### src/design/event_status_pkg.sv
// Package: offsets, bit positions and carriers for the event and status registers
package event_status_pkg;
    localparam int REG_ADDR_W = 8;
    localparam int REG_DATA_W = 8;
    localparam logic [REG_ADDR_W-1:0] EVENT_FLAGS_OFFSET = 8'h05;
    localparam logic [REG_ADDR_W-1:0] GLOBAL_STATUS_OFFSET = 8'h06;
    localparam logic [REG_DATA_W-1:0] EVENT_FLAGS_RESET = 8'h00;
    localparam logic [REG_DATA_W-1:0] READ_UNMAPPED = 8'h00;
    // Event flag bit positions
    localparam int FLAG_WDT_RESET = 7;
    localparam int FLAG_WATCHDOG_POWEROFF_FLAG = 6;
    localparam int FLAG_SW_COLD_RESET = 5;
    localparam int FLAG_SW_OFF = 4;
    localparam int FLAG_MANUAL_RESET = 3;
    localparam int FLAG_ANALOG_UV = 2;
    localparam int FLAG_SYSTEM_OV = 1;
    localparam int FLAG_THERMAL = 0;
    // Status bit positions
    localparam int STAT_METAL_ID = 7;
    localparam int STAT_BIAS_READY = 6;
    localparam int STAT_DROPOUT = 5;
    localparam int STAT_RESERVED = 4;
    localparam int STAT_ALARM_TWO = 3;
    localparam int STAT_ALARM_ONE = 2;
    localparam int STAT_ENABLE = 1;
    localparam int STAT_IRQ_DRIVE = 0;
    // Watchdog action and software control codes
    localparam logic WDT_ACTION_OFF = 1'b0;
    localparam logic WDT_ACTION_RESET = 1'b1;
    localparam logic [1:0] SW_CTRL_COLD_RESET = 2'h1;
    localparam logic [1:0] SW_CTRL_POWER_OFF = 2'h2;
    // Reset value of the neutral metal option id, arbitrary
    localparam logic METAL_ID_DEFAULT = 1'b0;
    localparam int SYNC_STAGES = 3;

    // Register access from the serial host
    typedef struct packed {
        logic rd;
        logic wr;
        logic [REG_ADDR_W-1:0] addr;
        logic [REG_DATA_W-1:0] wdata;
    } reg_req_type;

    // Raw event and level inputs from analog and control blocks
    typedef struct packed {
        logic watchdog_expired;
        logic manual_reset;
        logic analog_uv;
        logic system_ov;
        logic thermal_overload;
        logic bias_ready;
        logic regulator_dropout;
        logic thermal_alarm_two;
        logic thermal_alarm_one;
        logic irq_gate_drive;
    } analog_in_type;
endpackage : event_status_pkg

### src/design/event_status_regs.sv
// Event recorder flags and global status registers
// Functional notes
// Watchdog expiry with reset action sets flag bit 7.
// Watchdog expiry with power-off action sets flag bit 6.
// Software control write of 0b01 sets cold reset flag bit 5.
// Software control write of 0b10 sets power-off flag bit 4.
// Manual reset event sets flag bit 3.
// Analog supply undervoltage sets flag bit 2.
// System supply overvoltage sets flag bit 1.
// Thermal overload above 165C sets flag bit 0.
// Flags hold until read, then clear to zero.
// Status bit 7 shows the one-time-programmed metal option id.
// Status bit 6 shows main bias ready.
// Status bit 5 shows live regulator dropout.
// Status bits 3 and 2 show live thermal alarms two and one.
// Status bit 1 is one while debounced enable pin is low.
// Status bit 0 mirrors the unmasked interrupt gate drive.
// Software writes zero to status bit 4, ignores its read.
// Write data leaves flag and read-only status contents unchanged.
// Event in same cycle as flag read keeps flag set.
`timescale 1ns/10ps
module event_status_regs
    import event_status_pkg::*;
(
    // Clock and reset
    input wire logic core_clk,
    input wire logic resetn,
    // Register access, read data valid the cycle after rd
    input wire reg_req_type reg_req,
    output logic [REG_DATA_W-1:0] reg_rdata,
    // Watchdog action and software control field as held elsewhere
    input wire logic watchdog_action_select,
    input wire logic [1:0] software_power_control,
    // One-time-programmed identity
    input wire logic metal_option_id,
    // Debounced active-low enable pin level
    input wire logic enable_pin_n,
    // Analog detector inputs
    input wire analog_in_type analog_in
);
    localparam int N_SYNC = 10;

    logic [1:0] rst_sync_r;
    logic rst_n;
    logic [N_SYNC-1:0] raw_in;
    logic [N_SYNC-1:0] sync_in;
    logic wdt_s;
    logic manual_reset_flag_s;
    logic uv_s;
    logic ov_s;
    logic thermal_overload_flag_s;
    logic bias_s;
    logic regulator_dropout_status;
    logic al2_s;
    logic al1_s;
    logic irq_s;
    logic enable_pin_s;
    logic [4:0] edge_prev_r;
    logic [4:0] edge_now;
    logic [4:0] edge_rise;
    logic [REG_DATA_W-1:0] event_flags_r;
    logic [REG_DATA_W-1:0] event_flags_nxt;
    logic [REG_DATA_W-1:0] set_vec;
    logic [REG_DATA_W-1:0] status_view;
    logic sw_write;
    logic flags_read;
    logic metal_id_r;
    logic id_loaded_r;

    // Reset release through two flops
    always_ff @(posedge core_clk or negedge resetn)
    begin
        if (!resetn)
            rst_sync_r <= 2'h0;
        else
            rst_sync_r <= {rst_sync_r[0], 1'b1};
    end
    assign rst_n = rst_sync_r[1];

    assign raw_in = {analog_in.watchdog_expired, analog_in.manual_reset, analog_in.analog_uv,
                     analog_in.system_ov, analog_in.thermal_overload, analog_in.bias_ready,
                     analog_in.regulator_dropout, analog_in.thermal_alarm_two,
                     analog_in.thermal_alarm_one, analog_in.irq_gate_drive};

    level_sync #(
        .WIDTH(N_SYNC)
    ) u_sync (
        .core_clk(core_clk),
        .rst_n(rst_n),
        .async_in(raw_in),
        .sync_out(sync_in)
    );

    level_sync #(
        .WIDTH(1)
    ) u_enable_sync (
        .core_clk(core_clk),
        .rst_n(rst_n),
        .async_in(enable_pin_n),
        .sync_out(enable_pin_s)
    );

    assign {wdt_s, manual_reset_flag_s, uv_s, ov_s, thermal_overload_flag_s, bias_s, regulator_dropout_status, al2_s, al1_s, irq_s} = sync_in;

    // Rising edge of each event detector
    assign edge_now = {wdt_s, manual_reset_flag_s, uv_s, ov_s, thermal_overload_flag_s};

    always_ff @(posedge core_clk or negedge rst_n)
    begin
        if (!rst_n)
            edge_prev_r <= 5'h00;
        else
            edge_prev_r <= edge_now;
    end
    assign edge_rise = edge_now & ~edge_prev_r;

    assign sw_write = reg_req.wr;
    assign flags_read = reg_req.rd && (reg_req.addr == EVENT_FLAGS_OFFSET);

    always_comb
    begin
        set_vec = '0;
        set_vec[FLAG_WDT_RESET] = edge_rise[4] && (watchdog_action_select == WDT_ACTION_RESET);
        set_vec[FLAG_WATCHDOG_POWEROFF_FLAG] = edge_rise[4] && (watchdog_action_select == WDT_ACTION_OFF);
        set_vec[FLAG_SW_COLD_RESET] = sw_write && (software_power_control == SW_CTRL_COLD_RESET);
        set_vec[FLAG_SW_OFF] = sw_write && (software_power_control == SW_CTRL_POWER_OFF);
        set_vec[FLAG_MANUAL_RESET] = edge_rise[3];
        set_vec[FLAG_ANALOG_UV] = edge_rise[2];
        set_vec[FLAG_SYSTEM_OV] = edge_rise[1];
        set_vec[FLAG_THERMAL] = edge_rise[0];
    end

    // Read clears, a simultaneous set wins; write data never alters flags
    always_comb
    begin
        event_flags_nxt = event_flags_r;
        if (flags_read)
            event_flags_nxt = EVENT_FLAGS_RESET;
        event_flags_nxt = event_flags_nxt | set_vec;
    end

    always_ff @(posedge core_clk or negedge rst_n)
    begin
        if (!rst_n)
            event_flags_r <= EVENT_FLAGS_RESET;
        else
            event_flags_r <= event_flags_nxt;
    end

    // Identity captured once after reset release
    always_ff @(posedge core_clk or negedge rst_n)
    begin
        if (!rst_n)
        begin
            metal_id_r <= METAL_ID_DEFAULT;
            id_loaded_r <= 1'b0;
        end
        else if (!id_loaded_r)
        begin
            metal_id_r <= metal_option_id;
            id_loaded_r <= 1'b1;
        end
    end

    always_comb
    begin
        status_view = '0;
        status_view[STAT_METAL_ID] = metal_id_r;
        status_view[STAT_BIAS_READY] = bias_s;
        status_view[STAT_DROPOUT] = regulator_dropout_status;
        status_view[STAT_ALARM_TWO] = al2_s;
        status_view[STAT_ALARM_ONE] = al1_s;
        status_view[STAT_ENABLE] = ~enable_pin_s;
        status_view[STAT_IRQ_DRIVE] = irq_s;
    end

    // Registered read data
    always_ff @(posedge core_clk or negedge rst_n)
    begin
        if (!rst_n)
            reg_rdata <= READ_UNMAPPED;
        else if (reg_req.rd)
        begin
            unique case (reg_req.addr)
                EVENT_FLAGS_OFFSET: reg_rdata <= event_flags_r;
                GLOBAL_STATUS_OFFSET: reg_rdata <= status_view;
                default: reg_rdata <= READ_UNMAPPED;
            endcase
        end
    end
endmodule : event_status_regs

### src/design/level_sync.sv
// Three-stage synchroniser, change accepted once stages two and three agree
`timescale 1ns/10ps
module level_sync
    import event_status_pkg::*;
#(
    parameter int WIDTH = 1
)
(
    // Clock and reset
    input wire logic core_clk,
    input wire logic rst_n,
    // Data
    input wire logic [WIDTH-1:0] async_in,
    output logic [WIDTH-1:0] sync_out
);
    logic [WIDTH-1:0] stage1_r;
    logic [WIDTH-1:0] stage2_r;
    logic [WIDTH-1:0] stage3_r;

    always_ff @(posedge core_clk or negedge rst_n)
    begin
        if (!rst_n)
        begin
            stage1_r <= '0;
            stage2_r <= '0;
            stage3_r <= '0;
        end
        else
        begin
            stage1_r <= async_in;
            stage2_r <= stage1_r;
            stage3_r <= stage2_r;
        end
    end

    always_ff @(posedge core_clk or negedge rst_n)
    begin
        if (!rst_n)
            sync_out <= '0;
        else
        begin
            for (int i = 0; i < WIDTH; i++)
            begin
                if (stage2_r[i] == stage3_r[i])
                    sync_out[i] <= stage3_r[i];
            end
        end
    end
endmodule : level_sync

### config.mk
export PLATFORM = sky130hd
export DESIGN_NAME = event_status_regs
export DESIGN_NICKNAME = d
export VERILOG_FILES = /design/src/design/event_status_pkg.sv /design/src/design/event_status_regs.sv /design/src/design/level_sync.sv
export SDC_FILE = /design/constraint.sdc
export NUM_CORES = 1
export LEC_CHECK = 0
export BUFFER_PORTS_ARGS = -buffer_cell sky130_fd_sc_hd__buf_2
export CORE_UTILIZATION = 48
export CTS_CLUSTER_SIZE = 8
export DETAILED_ROUTE_END_ITERATION = 8
export GPL_TIMING_DRIVEN = 1
export PLACE_DENSITY = 0.74
export SYNTH_ARGS = -nofsm -noshare
export SYNTH_HDL_FRONTEND = slang
export SYNTH_SLANG_ARGS = --single-unit
### constraint.sdc
create_clock -name core_clk -period 1.95 [get_ports core_clk]
set_input_delay 0.0975 -clock core_clk [delete_from_list [all_inputs] [get_ports core_clk]]
set_output_delay 0.0975 -clock core_clk [all_outputs]
set_load 0.02 [all_outputs]
# After elaboration in Yosys (flattened, before gate mapping)
# Index checks and enable logic that the tools add are counted.
# totals
word_cells	50
output_inout_bits	8
in_bits	35
reg_bits	69
# op_classes
n_mux	2
n_bitwise	5
n_reduce_logical	5
eq_ne	15
# ops
operator	count
$eq A8 B3 Y1 const B	2
$pmux W8 S2	1
$eq A1 B1 Y1	11
$mux W8	1
$or A8 B8 Y8	1
$and A5 B5 Y5	1
$logic_and A1 B1 Y1	5
$not A5 Y5	1
$eq A2 B1 Y1 const B	1
$eq A2 B2 Y1 const B	1
$not A1 Y1	2

# Logic depth before layout (Yosys ltp)
# Gate-level depths: netlist of the first run.
# logic_depth
word_depth	4
ltp_mapped	4
mapped_depth_nobuf	3

# Hierarchy
# From an unflattened synthesis of the first run, not the netlist that was laid out.
# unflattened
hier_cells	122
hier_area_um2	2190.9
# modules_own_cells
mod	instances	cells_per_inst	seq_area_each_um2	area_per_inst_um2
level_sync at u_sync	1	50	1001.0	1113.6
event_status_regs	1	67	625.6	965.9
level_sync at u_enable_sync	1	5	100.1	111.4

# Worst setup path after synthesis of the first run
# Ideal clock, no wire load.
# synth_timing
path_kind	input to register
from	in reg_req[12] in the netlist's numbering
to	reg event_flags_r[4]
arrival_ns	1.486
setup_ns	0.122
path_slack_ns	0.343
required_time_ns	1.828
path_stages	4
n_path_buf	1
cell_sequence	or4b_4 -> or4b_4 -> buf_6 -> a32o_1
# synth_between
elab_chain_len	4
# synth_rtl
item	line	text
start, declared	event_status_regs.sv:29	input wire reg_req_type reg_req,
$eq A8 B3 Y1	event_status_regs.sv:118	assign flags_read = reg_req.rd && (reg_req.addr == EVENT_FLAGS_OFFSET);
$logic_and A1 B1 Y1	event_status_regs.sv:118	
$mux W8	event_status_regs.sv:137	if (flags_read)
$or A8 B8 Y8	event_status_regs.sv:139	event_flags_nxt = event_flags_nxt | set_vec;
via event_flags_nxt[4]	event_status_regs.sv:62	logic [REG_DATA_W-1:0] event_flags_nxt;
end signal, assigned	event_status_regs.sv:147	event_flags_r <= event_flags_nxt;
end, declared	event_status_regs.sv:61	logic [REG_DATA_W-1:0] event_flags_r;
# The timed path passes the listed nets, and every way through them passes these cells.
# A chain may end at the register's enable or synchronous reset.

# Final worst setup path of the first run
# layout_timing
from	in reg_req[17] in the netlist's numbering
to	reg event_flags_r[4]
# layout_between
elab_chain_len	3
# layout_rtl
item	line
$logic_and A1 B1 Y1	event_status_regs.sv:118
$mux W8	event_status_regs.sv:137
$or A8 B8 Y8	event_status_regs.sv:139
via event_flags_nxt[4]	event_status_regs.sv:62
# The timed path passes the listed nets, and every way through them passes these cells.

==> flow_summary.toml, run 1 <==
[status]
status = "complete, no violations"

[yosys]
synth.top_cells.by_area = "dfrtp_1 79%, maj3_1 5.0%, a221o_1 3.2%"
synth_edf_count = 0
post-synth-top-count-cell = "dfrtp_1"
synthTopCellsByCount = "69 x dfrtp_1, 11 x maj3_1, 9 x inv_1, 7 x a221o_1, 7 x and2b_2"
synth_top_area_cell = "dfrtp_1"
syn_avg_cell_area_sq_um = 17.9
ys.flop_type = "dfrtp_1"
async_flop_share = 1.00
synthDistinctLibCells = 17
syn-cell-area_sq_mm = 0.00218
syn_inst = 122
synthDominantCellAreaShare = 0.791
ys_warn_count = 0
yosysSeqAreaShare = 0.791
synth_seq_cells = 69

[sta]
report.final.slew_viol_count = 0
finalSetupViolations = 0
fin_worst_skew_ps = 9.48
clock.fmax_mhz = 707
min_period_over_period = 0.725
hold_viol = 0
finalSetupTns_ps = 0
finalCriticalPeriod_ps = 1410
grt_setup_unrepaired = "false"

[final_layout]
n_fill_cell = 310
n_antenna_cell = 0
design_area_sq_mm = 0.00278
nets = 221
multi_input_area_sq_um = 414
regArea_sq_mm = 0.00173
area_growth_syn_to_layout_pct = 27.6
stdcell_count = 243
fin_util = 0.639
drive_gt1_frac = 0.346

[detailed_routing]
drt_iter0_markers = 59
ant_nets = 0
avgViaCountPerCell = 4.88
drc_errors = 0
via_count = 1185
wl_per_cell_microns = 12.9
firstDrtPassIters = 4
drt-total-wl_mm = 3.13

[clock_network]
cts_tree = "yes"
clkSinkCount = 69
clk_pin_slew_ps = 70
root_buffer = "clkbuf_8"
cts-htree-levels = 3
worstSkewPairLatency_ps = 330
cts_buffer_depth = 2
cts_buffers = 9

[critical_path]
crit_path_top_delay_cell = "or4b_4"
path_common_cell = "or4b_4"
endpoint = "event_flags_r[4]"
end_kind = "flop"
crit_start = "reg_req[17]"
crit_arrival_ps = 1630
required_ps = 2170
cp_max_fo = 9
cpPeakStageDelay_ps = 610
rr_startpoint = "reg_rdata[0]"
reg2reg_depth = 2
cp-start-kind = "primary input"
crit_type = "in2reg"
crit_path_cell_trace = "buf_2, or4b_4, or4b_4, a32o_1"
r2r_slack_ps = 1010
r2r_end = "reg_rdata[0]"

[place]
dpl.cell_count = 212
place_hpwl_mm = 2.04
port_buffers = 34
finalWeightedCongestion = 0.729
postPlaceCellArea_sq_mm = 0.00244

[power]
p_leak_uw = 0.00133
ir_drop_uv = 590
power_density_mw_per_mm2 = 995

[global_route]
grt_start_max_net_pins = 36
grt_overflow = 0
grt_pass1_wl_mm = 5.25
antenna_found_initial = 0
grt_pass1_vias = 1208
grt_util_all_layers = 0.150

[floorplanning]
io_pins = 43
fp.dieW_microns = 69.4
die_area_sq_mm = 0.00482
coreArea_sq_mm = 0.00435
rows = 24
fp.dieH_microns = 69.4
start_util = 0.501

[run]
maxCapViolCount = 0

[hold_path]
min-delay-start = "software_power_control[0]"
hp-class = "in2reg"
-- cells in the final DEF (no fill, tap or decap), drive strengths merged --
cell type	synthesis	routed
clkbuf	0	12
a221o	7	7
maj3	11	11
or4b	2	2
buf	1	38
nand2b	1	1
dlygate4sd3	0	15
nor4b	1	1
dfrtp	69	69
o2bb2ai	3	3
bufinv	0	1
a22o	5	5
inv	9	9
clkinv	0	2
and2b	7	7
mux2	1	1
conb	1	2
clkinvlp	0	1
a32o	1	1
nand2	1	1
or3b	1	1
nor4	1	1
-- state kept, by name, summed over array words and instances, names as in the netlist --
register                flops
id_loaded_r                 1
u_sync.stage3_r            10
u_sync.stage2_r            10
rst_sync_r                  2
u_sync.stage1_r            10
u_enable_sync.stage3_r      1
u_enable_sync.stage1_r      1
u_enable_sync.stage2_r      1
event_flags_r               8
reg_rdata                   8
metal_id_r                  1
edge_prev_r                 5
u_enable_sync.sync_out      1
u_sync.sync_out            10
-- where the power goes --
part,internal (uW),switching (uW)
logic,68.1,55.9
clock network,622,480
registers,1510,34.9
total,2200,571
-- layer usage --
layer,up-vias,wire length [microns],track usage
met5,-,0,0
met2,41,1430,0.222
met4,0,78,0.109
met1,580,1430,0.176
met3,8,190,0.0640
li1,556,-,-
-- worst min-delay path by stage --
stage / end / cells past startpoint
2_1_floorplan: rst_sync_r[0] / 0
3_3_place_gp: rst_sync_r[0] / 1
3_5_place_dp: rst_sync_r[0] / 1
4_1_cts: event_flags_r[5] / 3
5_1_grt: event_flags_r[5] / 3
6_report: event_flags_r[5] / 3
-- worst max-delay path: cells and delay by family --
kind / cells / cell delay [ps]
buffers and inverters: 1 / 160
AOI/OAI and AO/OA: 1 / 250
and+or+nand+nor: 2 / 1120
-- cell families (layout without fill, tap and decap cells) --
kind of cell / count (synthesis) / in the layout / share of synthesized area
compound gates: 16 / 16 / 0.0688
fa+ha+maj: 11 / 11 / 0.0505
buf+inv: 10 / 78 / 0.0206
flops: 69 / 69 / 0.791
mux: 1 / 1 / 0.00516
other cells: 1 / 2 / 0.00172
simple gates: 14 / 14 / 0.0619
-- what timing repair did --
item	4_1_cts	5_1_grt
hold buffers	15	0
buffers inserted	0	0
gates resized for setup	0	0
hold endpoints to repair	17	0
-- layout make-up --
| type | count | area share |
|---|---|---|
| clock buffer | 12 | 0.0521 |
| clock inverter | 4 | 0.0171 |
| multi-input combinational | 44 | 0.149 |
| tap | 52 | 0.0234 |
| inverter | 9 | 0.0121 |
| timing repair buffer | 53 | 0.126 |
| sequential | 69 | 0.621 |
-- per-stage QoR --
stage | total power [uW] | setup slack, ps | hold WS (ps)
finish | 2770 | 536 | 24.9
global route | 2880 | 505 | 43.6
CTS | 2800 | 525 | 10.8
detailed placement | 1670 | 172 | -111
global placement | 1660 | 232 | -117
floorplan | 1620 | 343 | -198
(Power assumes the default switching activity.)
==> run 2: changes to the inputs <==
--- a/config.mk
+++ b/config.mk
@@ -6,11 +6,11 @@
 export NUM_CORES = 1
 export LEC_CHECK = 0
 export BUFFER_PORTS_ARGS = -buffer_cell sky130_fd_sc_hd__buf_2
-export CORE_UTILIZATION = 48
+export CORE_UTILIZATION = 53
 export CTS_CLUSTER_SIZE = 8
 export DETAILED_ROUTE_END_ITERATION = 8
 export GPL_TIMING_DRIVEN = 1
-export PLACE_DENSITY = 0.74
+export PLACE_DENSITY = 0.77
 export SYNTH_ARGS = -nofsm -noshare
 export SYNTH_HDL_FRONTEND = slang
 export SYNTH_SLANG_ARGS = --single-unit
==> constraint.sdc (replaced) <==
create_clock -name core_clk -period 1.4 [get_ports core_clk]
set_input_delay 0.07 -clock core_clk [delete_from_list [all_inputs] [get_ports core_clk]]
set_output_delay 0.07 -clock core_clk [all_outputs]
set_load 0.02 [all_outputs]
==> run 2 against run 1 <==
Final cell count stayed put. Total power grew 40%. Sequential power rose by 40%. Clock power is 38% higher. Via count grew 4.0%. Non-clock buffer count increased by 4. Global-route usage up 5.1 points. Register-to-register slack got worse by 580 ps. Utilization grew 11 points. Cell area increased by 1.9%. Critical endpoint is now event_flags_r[2]. Largest power group unchanged.
==> flow_summary.toml, run 2 (same netlist as run 1, synthesis figures left out) <==
[critical_path]
required_ps = 1610
endpoint = "event_flags_r[2]"
end_kind = "flop"
r2r_end = "reg_rdata[7]"
cp-start-kind = "primary input"
crit_arrival_ps = 1570
reg2reg_depth = 2
cp_max_fo = 8
crit_type = "in2reg"
crit_start = "reg_req[12]"
rr_startpoint = "reg_rdata[7]"
r2r_slack_ps = 430

[final_layout]
final_cell_mix = "68 x dfrtp_1, 34 x buf_2, 16 x dlygate4sd3_1"
design_area_sq_mm = 0.00284
fin_util = 0.747
area_growth_syn_to_layout_pct = 30.0
layout_commonest_cell = "dfrtp_1"
nets = 225
n_antenna_cell = 0
drive_gt1_frac = 0.354

[run]
maxCapViolCount = 0

[clock_network]
worstSkewPairLatency_ps = 330
ctsHoldBuffers = 16
cts_buffers = 9
root_buffer = "clkbuf_8"
cts_resized = 0
post_cts_buffers = 0
clk_pin_slew_ps = 70
clkSinkCount = 69
cts_tree = "yes"
cts-htree-levels = 3
cts_buffer_depth = 2

[floorplanning]
coreArea_sq_mm = 0.00380
fp.dieW_microns = 66.2
start_util = 0.574
fp.dieH_microns = 66.2
rows = 22
die_area_sq_mm = 0.00438
io_pins = 43

[global_route]
grt_pass1_wl_mm = 6.02
grt_start_max_net_pins = 24
grt_pass1_vias = 1269
antenna_found_initial = 0
grt_util_all_layers = 0.202
grt_overflow = 0

[detailed_routing]
wl_per_cell_microns = 15.0
drc_errors = 0
ant_nets = 0
drt_iter0_markers = 58
firstDrtPassIters = 4
avgViaCountPerCell = 5.07
drt-total-wl_mm = 3.63
via_count = 1232

[power]
p_int_uw = 3080
swShare = 0.206
seqPwrFrac = 0.558
ir_drop_uv = 864
p_sw_uw = 799
power_density_mw_per_mm2 = 1370
p_total_uw = 3880
power_frac_clock = 0.394
p_leak_uw = 0.00136
combPwrFrac = 0.048

[status]
status = "complete, no violations"

[place]
finalWeightedCongestion = 0.696
port_buffers = 34
postPlaceCellArea_sq_mm = 0.00248
place_hpwl_mm = 2.24

[sta]
min_period_over_period = 0.971
report.final.slew_viol_count = 0
clock.fmax_mhz = 736
hold_viol = 0
holdWs_ps = 9.41
finalSetupTns_ps = 0
finalCriticalPeriod_ps = 1360
grt_setup_unrepaired = "false"
finalSetupViolations = 0
fin_worst_skew_ps = 5.54

[hold_path]
hp-class = "in2reg"
==> run 2: cell types whose count changed in the layout (fill, tap and decap cells not counted) <==
cell,delta
buf_12,+2
dlygate4sd3_1,+1
buf_4,+1
==> run 2: per-stage QoR <==
stage | instances | setup WS, ps
after floorplan | 123 | -179
after global placement | 211 | -256
after detailed placement | 211 | -275
after CTS | 243 | 68.5
after global routing | 243 | 17.9
final | 243 | 40.9
==> run 2: layer usage <==
layer	wire length [microns]	GRT usage	up-vias
li1	-	-	559
met1	1480	0.233	619
met2	1840	0.328	41
met3	200	0.0655	13
met4	114	0.120	0
met5	0	0	-
==> run 2: power groups by stage <==
stage	sequential, uW	clock (uW)	combinational (uW)
2_1_floorplan	2200	0	52.5
3_3_place_gp	2190	0	142
3_5_place_dp	2200	0	152
4_1_cts	2160	1570	188
5_1_grt	2170	1660	208
6_report	2160	1520	187
==> run 2: how the worst min path moves through the flow <==
stage,from,to,cells after the start
after floorplan,resetn,rst_sync_r[0],0
after global placement,resetn,rst_sync_r[0],1
after detailed placement,resetn,rst_sync_r[0],1
after CTS,reg_req[16],event_flags_r[4],2
after global routing,reg_req[16],event_flags_r[4],2
final,reg_req[16],event_flags_r[5],3
==> run 2: worst max-delay path, cell delays in order <==
cell	delay (ps)
buf_2	100
or4b_4	550
or4b_4	610
a22o_1	240
==> run 2: cell type report <==
class | count | area (sq um)
clock buffers | 12 | 145
clock inverters | 4 | 47.5
fillers | 227 | 962
inverters | 9 | 33.8
multi-input cells | 44 | 414
flip-flops and latches | 69 | 1730
well taps | 48 | 60.1
repair buffers | 57 | 408
==> run 3: changes to the inputs <==
--- a/config.mk
+++ b/config.mk
@@ -6,11 +6,11 @@
 export NUM_CORES = 1
 export LEC_CHECK = 0
 export BUFFER_PORTS_ARGS = -buffer_cell sky130_fd_sc_hd__buf_2
-export CORE_UTILIZATION = 53
+export CORE_UTILIZATION = 46
 export CTS_CLUSTER_SIZE = 8
 export DETAILED_ROUTE_END_ITERATION = 8
 export GPL_TIMING_DRIVEN = 1
-export PLACE_DENSITY = 0.77
+export PLACE_DENSITY = 0.68
 export SYNTH_ARGS = -nofsm -noshare
 export SYNTH_HDL_FRONTEND = slang
 export SYNTH_SLANG_ARGS = --single-unit
==> run 3 against run 2 <==
The flow now finishes with violations (design-rule violations). Cell area rose by 1.1%. Die area rose by 15%. Critical path depth did not move. Global-route usage decreased by 3.5 points. Register-to-register slack gained 20 ps. Total power up 2.7%. Largest cell class unchanged. Utilization shrank 10 points. Clock power increased by 8%. Via count decreased by 1.4%.
==> flow_summary.toml, run 3 (same netlist as run 1, synthesis figures left out) <==
[clock_network]
cts_tree = "yes"
clk_pin_slew_ps = 70
clkSinkCount = 69
cts_buffers = 9
cts-htree-levels = 3
cts_buffer_depth = 2
worstSkewPairLatency_ps = 330
root_buffer = "clkbuf_8"
post_cts_buffers = 0
ctsHoldBuffers = 17
cts_resized = 0

[global_route]
grt_pass1_vias = 1348
grt_pass1_wl_mm = 6.02
grt_start_max_net_pins = 28
grt_util_all_layers = 0.167
grt_overflow = 0
antenna_found_initial = 0

[power]
p_int_uw = 3170
ir_drop_uv = 694
swShare = 0.204
p_total_uw = 3980
p_leak_uw = 0.00138
p_sw_uw = 812
power_frac_clock = 0.411
power_density_mw_per_mm2 = 1390
seqPwrFrac = 0.543
combPwrFrac = 0.046

[sta]
finalCriticalPeriod_ps = 1320
hold_viol = 0
finalSetupViolations = 0
clock.fmax_mhz = 759
report.final.slew_viol_count = 0
min_period_over_period = 0.941
finalSetupTns_ps = 0
grt_setup_unrepaired = "false"
fin_worst_skew_ps = 5.33

[critical_path]
crit_arrival_ps = 1530
rr_startpoint = "reg_rdata[6]"
crit_path_cell_trace = "buf_2, or4b_4, or4b_4, a22o_1"
cp-start-kind = "primary input"
path_common_cell = "or4b_4"
crit_path_top_delay_cell = "or4b_4"
crit_start = "reg_req[12]"
worst-path-buf-inv = 1
crit_type = "in2reg"
required_ps = 1620
cpPeakStageDelay_ps = 600
cp_max_fo = 8
end_kind = "flop"
crit_family = "simple AND/OR/NAND/NOR gates"

[status]
status = "finished with violations"
violations = "design-rule violations"

[detailed_routing]
wl_per_cell_microns = 13.8
drc_errors = 10
firstDrtPassIters = 6
via_count = 1215
avgViaCountPerCell = 4.90
ant_nets = 0
drt-total-wl_mm = 3.42
drt_iter0_markers = 73

[floorplanning]
coreArea_sq_mm = 0.00444
fp.dieH_microns = 70.9
die_area_sq_mm = 0.00502
rows = 24
io_pins = 43
fp.dieW_microns = 70.9
start_util = 0.491

[final_layout]
final_cell_mix = "68 x dfrtp_1, 34 x buf_2, 17 x dlygate4sd3_1"
layout_commonest_cell = "dfrtp_1"
design_area_sq_mm = 0.00287
n_antenna_cell = 0
area_growth_syn_to_layout_pct = 31.5
nets = 226
stdcell_count = 248
drive_gt1_frac = 0.362

[place]
port_buffers = 34
place_hpwl_mm = 2.19
postPlaceCellArea_sq_mm = 0.00249
finalWeightedCongestion = 0.723
dpl.cell_count = 215

[run]
maxCapViolCount = 0

[hold_path]
min-delay-start = "reg_req[16]"
hp-class = "in2reg"
run 3: per-stage QoR:
stage               worst slack [ps]  utilization  hold slack, ps
finish                          82.8        0.646            29.0
global placement                -237        0.560            -145
floorplan                       -179            -            -226
CTS                             95.8        0.646            13.9
global route                    75.6        0.646            20.2
detailed placement              -264        0.560            -142
run 3: worst reg2reg max path, stage by stage, from the launching register on:
cell and delay (ps):
dfrtp_1 370, and2b_2 200, a221o_1 270
run 3: final timing paths:
check                                     endpoint  slack [ps]  depth (start not counted)
worst max-delay path              event_flags_r[3]          80                          4
max in group asynchronous         event_flags_r[2]         730                          1
worst min register to register  u_sync.sync_out[9]         200                          0
worst max register to register        reg_rdata[6]         450                          2
min in group asynchronous            rst_sync_r[0]          50                          2
worst min-delay path              event_flags_r[4]          30                          2
run 3: metal layers:
| layer | up-vias | GRT usage | routed length, microns |
|---|---|---|---|
| li1 | 561 | - | - |
| met1 | 608 | 0.201 | 1550 |
| met2 | 37 | 0.253 | 1610 |
| met3 | 9 | 0.0442 | 156 |
| met4 | 0 | 0.138 | 105 |
| met5 | - | 0 | 0 |
run 3: final cells by class:
class / instances / area (sq um)
Clock buffer: 12 / 165
Inverter: 9 / 33.8
Sequential cell: 69 / 1730
Multi-Input combinational cell: 44 / 414
Tap cell: 52 / 65.1
Fill cell: 327 / 1580
Clock inverter: 4 / 45.0
Timing Repair Buffer: 58 / 418
run 3: power by group through the flow:
stage	clock network, uW	registers [uW]	logic, uW
global route	1770	2180	206
finish	1640	2160	184
detailed placement	0	2200	150
floorplan	0	2200	52.5
global placement	0	2190	142
CTS	1690	2160	188
